<file path="src/rtl/aso_defs.vh">
// Shared constants for the sample output interface
`ifndef ASO_DEFS_VH
`define ASO_DEFS_VH
`define ASO_SAMPLE_WIDTH 12
`define ASO_PIPE_LATENCY 7
`define ASO_MODE_WIDTH 2
`define ASO_MODE_GND 2'h0
`define ASO_MODE_THIRD 2'h1
`define ASO_MODE_TWO_THIRDS 2'h2
`define ASO_MODE_FULL 2'h3
`define ASO_MODE_RESET 2'h0
`define ASO_CLK_PERIOD_NS 10
`define ASO_DLL_RELOCK_CYCLES 7'h64
`define ASO_BUF_DEPTH 2
`endif

</file>
<file path="src/rtl/aso_sample_output.v">
// Sample output path: pipeline, format select, standby and output drive
// What this block does
// RULE_01 - Each sample appears on outputs seven clocks after its sampling edge; a stall delays words in flight and drops samples while the buffer is full.
// RULE_02 - Output word updates once per clock, valid after each rising edge; a valid word is held while sampleReady is low.
// RULE_03 - Mode level selects format and stabilizer per four-level table.
// RULE_04 - Mode defaults to ground level: offset binary, stabilizer off.
// RULE_05 - Host should clock no slower than 1 MSPS.
// RULE_06 - Sample words are twelve bits, all bits updated together.
// RULE_07 - Power-down high: standby, data drivers released; low resumes.
// RULE_08 - Host allows about 100 clocks for stabilizer relock after rate change.
// RULE_09 - Twos complement equals offset binary with MSB inverted.
`timescale 1ns/10ps
`include "aso_defs.vh"
module aso_sample_output #(
	parameter WIDTH = `ASO_SAMPLE_WIDTH,
	parameter LATENCY = `ASO_PIPE_LATENCY
) (
	input wire mclk,
	input wire reset_n,
	input wire [WIDTH-1:0] convCode,
	input wire [`ASO_MODE_WIDTH-1:0] analogSupplyLevelMode,
	input wire modeConnected,
	input wire powerDownPin,
	input wire sampleReady,
	output reg [WIDTH-1:0] sampleOut,
	output reg sampleValid,
	output reg sampleOe,
	output reg twosComplement,
	output reg dutyCycleStabilizerOn,
	output reg relockBusy
);
	reg rstSync1_reg;
	reg rstSync2_reg;
	wire rstN;
	reg [`ASO_MODE_WIDTH-1:0] modeSync1_reg;
	reg [`ASO_MODE_WIDTH-1:0] modeSync2_reg;
	reg connSync1_reg;
	reg connSync2_reg;
	reg pdSync1_reg;
	reg pdSync2_reg;
	reg [WIDTH-1:0] pipe_reg [0:LATENCY-2];
	reg [LATENCY-2:0] pipeValid_reg;
	reg [WIDTH-1:0] formatted;
	reg [`ASO_MODE_WIDTH-1:0] effMode;
	reg [6:0] relock_reg;
	reg dcsPrev_reg;
	wire bufInReady;
	wire bufOutValid;
	wire [WIDTH-1:0] bufOutData;
	wire bufOutReady;
	integer i;

	function [WIDTH-1:0] toTwos;
		input [WIDTH-1:0] code;
		begin
			toTwos = {~code[WIDTH-1], code[WIDTH-2:0]}; // see RULE_09
		end
	endfunction

	always @(posedge mclk or negedge reset_n) begin
		if (!reset_n) begin
			rstSync1_reg <= 1'b0;
			rstSync2_reg <= 1'b0;
		end else begin
			rstSync1_reg <= 1'b1;
			rstSync2_reg <= rstSync1_reg;
		end
	end
	assign rstN = rstSync2_reg;

	// Mode and power-down pins are asynchronous straps
	always @(posedge mclk or negedge rstN) begin
		if (!rstN) begin
			modeSync1_reg <= `ASO_MODE_RESET;
			modeSync2_reg <= `ASO_MODE_RESET;
			connSync1_reg <= 1'b0;
			connSync2_reg <= 1'b0;
			pdSync1_reg <= 1'b0;
			pdSync2_reg <= 1'b0;
		end else begin
			modeSync1_reg <= analogSupplyLevelMode;
			modeSync2_reg <= modeSync1_reg;
			connSync1_reg <= modeConnected;
			connSync2_reg <= connSync1_reg;
			pdSync1_reg <= powerDownPin;
			pdSync2_reg <= pdSync1_reg;
		end
	end

	always @* begin
		// Floating pin reads as pulled to ground
		effMode = connSync2_reg ? modeSync2_reg : `ASO_MODE_GND; // see RULE_04
		formatted = pipe_reg[LATENCY-2];
		if (effMode == `ASO_MODE_FULL || effMode == `ASO_MODE_TWO_THIRDS) begin
			formatted = toTwos(pipe_reg[LATENCY-2]); // see RULE_03
		end
	end

	// Stages 1..LATENCY-1 here; the buffer entry and then the sampleOut register give the last two stages
	always @(posedge mclk or negedge rstN) begin
		if (!rstN) begin
			pipeValid_reg <= {(LATENCY-1){1'b0}};
			for (i = 0; i < LATENCY-1; i = i + 1) begin
				pipe_reg[i] <= {WIDTH{1'b0}};
			end
		end else if (bufInReady) begin
			pipe_reg[0] <= convCode; // see RULE_01
			pipeValid_reg <= {pipeValid_reg[LATENCY-3:0], ~pdSync2_reg};
			for (i = 1; i < LATENCY-1; i = i + 1) begin
				pipe_reg[i] <= pipe_reg[i-1];
			end
		end
	end

	aso_skid_buffer #(
		.WIDTH(WIDTH)
	) uBuf (
		.clk(mclk),
		.rstN(rstN),
		.inValid(pipeValid_reg[LATENCY-2]),
		.inReady(bufInReady),
		.inData(formatted),
		.outValid(bufOutValid),
		.outReady(bufOutReady),
		.outData(bufOutData)
	);
	assign bufOutReady = !sampleValid || sampleReady;

	always @(posedge mclk or negedge rstN) begin
		if (!rstN) begin
			sampleOut <= {WIDTH{1'b0}};
			sampleValid <= 1'b0;
			sampleOe <= 1'b0;
			twosComplement <= 1'b0;
			dutyCycleStabilizerOn <= 1'b0;
			dcsPrev_reg <= 1'b0;
			relock_reg <= 7'h00;
			relockBusy <= 1'b0;
		end else begin
			sampleOe <= ~pdSync2_reg; // see RULE_07
			twosComplement <= effMode[1];
			dutyCycleStabilizerOn <= effMode[1] ^ effMode[0]; // see RULE_03
			dcsPrev_reg <= dutyCycleStabilizerOn;
			if (dutyCycleStabilizerOn && !dcsPrev_reg) begin
				relock_reg <= `ASO_DLL_RELOCK_CYCLES;
				relockBusy <= 1'b1;
			end else if (relock_reg != 7'h00) begin
				relock_reg <= relock_reg - 7'h01;
				relockBusy <= (relock_reg != 7'h01);
			end
			if (bufOutReady) begin
				sampleValid <= bufOutValid; // see RULE_02
				if (bufOutValid) begin
					sampleOut <= bufOutData; // see RULE_06
				end
			end
		end
	end
endmodule

</file>
<file path="src/rtl/aso_skid_buffer.v">
// Two-entry valid/ready buffer for sample words
`timescale 1ns/10ps
module aso_skid_buffer #(
	parameter WIDTH = 12
) (
	input wire clk,
	input wire rstN,
	input wire inValid,
	output wire inReady,
	input wire [WIDTH-1:0] inData,
	output wire outValid,
	input wire outReady,
	output wire [WIDTH-1:0] outData
);
	reg [WIDTH-1:0] mem [0:1];
	reg wrPtr_reg;
	reg rdPtr_reg;
	reg [1:0] count_reg;
	wire doWrite;
	wire doRead;
	assign inReady = (count_reg != 2'h2);
	assign outValid = (count_reg != 2'h0);
	assign outData = mem[rdPtr_reg];
	assign doWrite = inValid && inReady;
	assign doRead = outValid && outReady;
	always @(posedge clk) begin
		if (doWrite) begin
			mem[wrPtr_reg] <= inData;
		end
	end
	always @(posedge clk or negedge rstN) begin
		if (!rstN) begin
			wrPtr_reg <= 1'b0;
			rdPtr_reg <= 1'b0;
			count_reg <= 2'h0;
		end else begin
			if (doWrite) begin
				wrPtr_reg <= ~wrPtr_reg;
			end
			if (doRead) begin
				rdPtr_reg <= ~rdPtr_reg;
			end
			if (doWrite && !doRead) begin
				count_reg <= count_reg + 2'h1;
			end else if (doRead && !doWrite) begin
				count_reg <= count_reg - 2'h1;
			end
		end
	end
endmodule

</file>
<file path="config.mk">
export PLATFORM = sky130hd
export DESIGN_NAME = aso_sample_output
export DESIGN_NICKNAME = d
export VERILOG_FILES = /design/src/rtl/aso_sample_output.v /design/src/rtl/aso_skid_buffer.v
export VERILOG_INCLUDE_DIRS = /design/src /design/src/rtl
export SDC_FILE = /design/constraint.sdc
export NUM_CORES = 1
export LEC_CHECK = 0
export BUFFER_PORTS_ARGS = -buffer_cell sky130_fd_sc_hd__buf_2
export CORE_MARGIN = 2
export CORE_UTILIZATION = 50
export CTS_CLUSTER_SIZE = 14
export DETAILED_ROUTE_END_ITERATION = 10
export PLACE_DENSITY = 0.72
export SYNTH_ARGS = -nofsm -noshare
export SYNTH_HDL_FRONTEND = slang
export SYNTH_HIERARCHICAL = 1
export SYNTH_SLANG_ARGS = --single-unit
</file>
<file path="constraint.sdc">
create_clock -name mclk -period 3.78 [get_ports mclk]
set_clock_uncertainty 0.05 [all_clocks]
set_input_delay 0.378 -clock mclk [delete_from_list [all_inputs] [get_ports mclk]]
set_output_delay 0.378 -clock mclk [all_outputs]
set_load 0.1 [all_outputs]
</file>
==> key figures <==
Outcome
  • Status: completed

Synthesis
  • Asr flop ratio synth: 83.0%
  • Top-area cell type share of the netlist area: 55.7%
  • Syn Nets: 337
  • Post-synth EDFFs: 24
  • Synth area leader: dfrtp_1
  • Sequential fraction of the synthesis area: 69.4%
  • Yosys synthesis warning count: 6
  • Cell count after synthesis: 315
  • Synthesized area: 5260 um^2
  • Synth unique cells: 35
  • Syn avg cell area: 16.7 um^2
  • Seq cells post-synth: 141
  • Synth top area cells: dfrtp_1 56%, mux2_2 22%, edfxtp_1 14%, buf_2 0.86%, ha_1 0.71%
  • Most used DFF post-synth: dfrtp_1

Final layout
  • Commonest non-fill, non-tap cells in the layout: 116 x dfrtp_1, 102 x mux2_2, 35 x buf_2, 24 x edfxtp_1, 17 x clkbuf_16
  • # nets final: 388
  • Share of cells above drive strength 1: 47.0%
  • Most common cell after layout, fill and taps aside: dfrtp_1
  • Layout Cells excl Fill: 515
  • Area growth, synth to finish: 18.1%
  • N_diodes: 0
  • Max reg flops: 72

Place
  • IO buf count: 35
  • Placed Cells incl. Taps: 478
  • GP Congestion: 0.692
  • Post-DP HPWL: 4560 um

Global routing
  • Largest net degree at the start of global routing: 61
  • GRT Overall Usage: 14.7%
  • Global-route wire length before repair: 12800 um
  • Vias in the first global route: 2651
  • Remaining Overflow, GRT: 0
  • Initial antenna violation count: 0

Drt
  • Pre-antenna DRT Iters: 4
  • Per-cell routed wire length: 14.4 um
  • DRT iter0 DRCs: 137
  • Routed WL: 7410 um
  • Routed vias: 2610
  • # DRC: 0
  • Final antenna-violating net count: 0
  • Via density: 5.07

Die
  • Std cell rows: 37
  • I/O Pins: 36
  • Die area: 11400 um^2
  • Initial Util: 51.2%
  • Die X: 107 um
  • Core area: 10300 um^2
  • Die Ht: 107 um

Pwr
  • Leakage: 0.00264 uW
  • Maximum VDD drop: 0.518 mV
  • Pwr/cell area: 1010 nW/um^2

Worst hold path
  • Type of the most critical hold path: in2reg

Worst setup path
  • Worst Path Arrival: 2.26 ns
  • CP cell instances: nand2b_4, nand2_1, nor2_1
  • Crit-path slowest cell: nor2_1
  • CP max stage delay: 0.80 ns
  • Worst Path Max Fanout: 21
  • Critical path type: reg2reg
  • Crit end category: flop
  • Reg2reg setup slack: 1.59 ns
  • Worst path required time: 3.85 ns
  • Setup crit start kind: flop

Timing
  • RSZ-0062 raised after global routing: no
  • Worst-margin pin slew: 1.03 ns
  • F_max: 0.457 GHz
  • Hold Vio Cnt, Final: 0
  • # setup viols final: 0
  • Post-layout min period: 2.19 ns
  • Slew HR: 31.0%
  • Fin. max-slew vios: 0
  • Period utilisation layout: 57.9%
  • Setup tns final: 0 ns

Clock tree
  • Resized cells post-CTS: 0
  • CTS tree: built
  • Num CTS Buffers: 17
  • Max clock buf depth: 2
  • Post-CTS setup buffers: 0
  • H-Tree Depth: 4
  • Clock root buffer: clkbuf_8
  • # clock sinks: 141
  • Clock transition at path regs: 0.06 ns
  • Worst-Skew Late Latency: 0.51 ns

Job
  • Max_cap viols: 0
through the flow:
stage	total power [uW]	setup slack (ns)	hold slack, ns	utilization (%)	area [um^2]
global placement	4600	1.79	0.113	54.2	5570
global route	6650	1.50	0.0212	60.4	6210
CTS	6370	1.62	0.0216	60.4	6210
detailed placement	4710	1.68	0.115	54.2	5570
finish	6290	1.59	0.0467	60.4	6210
floorplan	4350	0.229	0.0324	-	5260
critical path, delay by kind of cell, from the launching register on:
family	cells	cell delay [ns]
simple gates	3	1.30
flops	1	0.44
area by class of cell:
| cell class | instances | area, um^2 |
|---|---|---|
| inverters | 5 | 18.8 |
| well taps | 136 | 170 |
| repair buffers | 43 | 248 |
| multi-input cells | 158 | 1530 |
| fillers | 814 | 4070 |
| clock buffers | 19 | 453 |
| clock inverters | 13 | 138 |
| flip-flops and latches | 141 | 3650 |
layer usage:
| metal | share of wire (%) | wire [um] | vias to the layer above | track usage (%) |
|---|---|---|---|---|
| li1 | - | - | 1236 | - |
| met1 | 47 | 3510 | 1318 | 19.8 |
| met2 | 48 | 3560 | 52 | 21.7 |
| met3 | 4.0 | 299 | 4 | 5.89 |
| met4 | 0.54 | 40 | 0 | 5.38 |
| met5 | 0 | 0 | - | 0 |
cell usage after synthesis (all sizes together) (2+ instances only):
cell and count:
o31ai 3, edfxtp 24, ha 3, a21oi 4, xor2 4, and2 2, inv 5, buf 10
nand2b 4, dfrtp 117, or3 3, nor2 5, nand2 6, xnor2 3, nor3 5, mux2 102
worst paths after layout:
path / start / end / cells after the start
worst max-delay path: uBuf/count_reg[0] / uBuf/mem[0][9] / 3
worst min-delay path: convCode[6] / pipe_reg[66] / 2
worst max register to register: uBuf/count_reg[0] / uBuf/mem[0][9] / 3
worst min register to register: connSync1_reg / connSync2_reg / 0
max in group asynchronous: rstN / pipe_reg[44] / 1
min in group asynchronous: reset_n / rstN / 2
timing repair:
item                       CTS  global route
hold endpoints to repair     6             0
hold buffers                 5             0
setup endpoints to repair    0             0
logic make-up after synthesis:
logic type,count (synthesis),synth area share [%]
fa+ha+maj,3,0.714
buf+inv,16,1.50
mux,102,21.8
other cells,1,0.0713
xor+xnor,7,1.17
flops,141,69.4
compound gates,11,1.40
simple gates,34,3.95
power by group:
part | switching [uW] | internal (uW)
registers | 382 | 2280
logic | 1110 | 901
clock network | 614 | 996
Note: power is estimated with default switching activity, not from simulation.
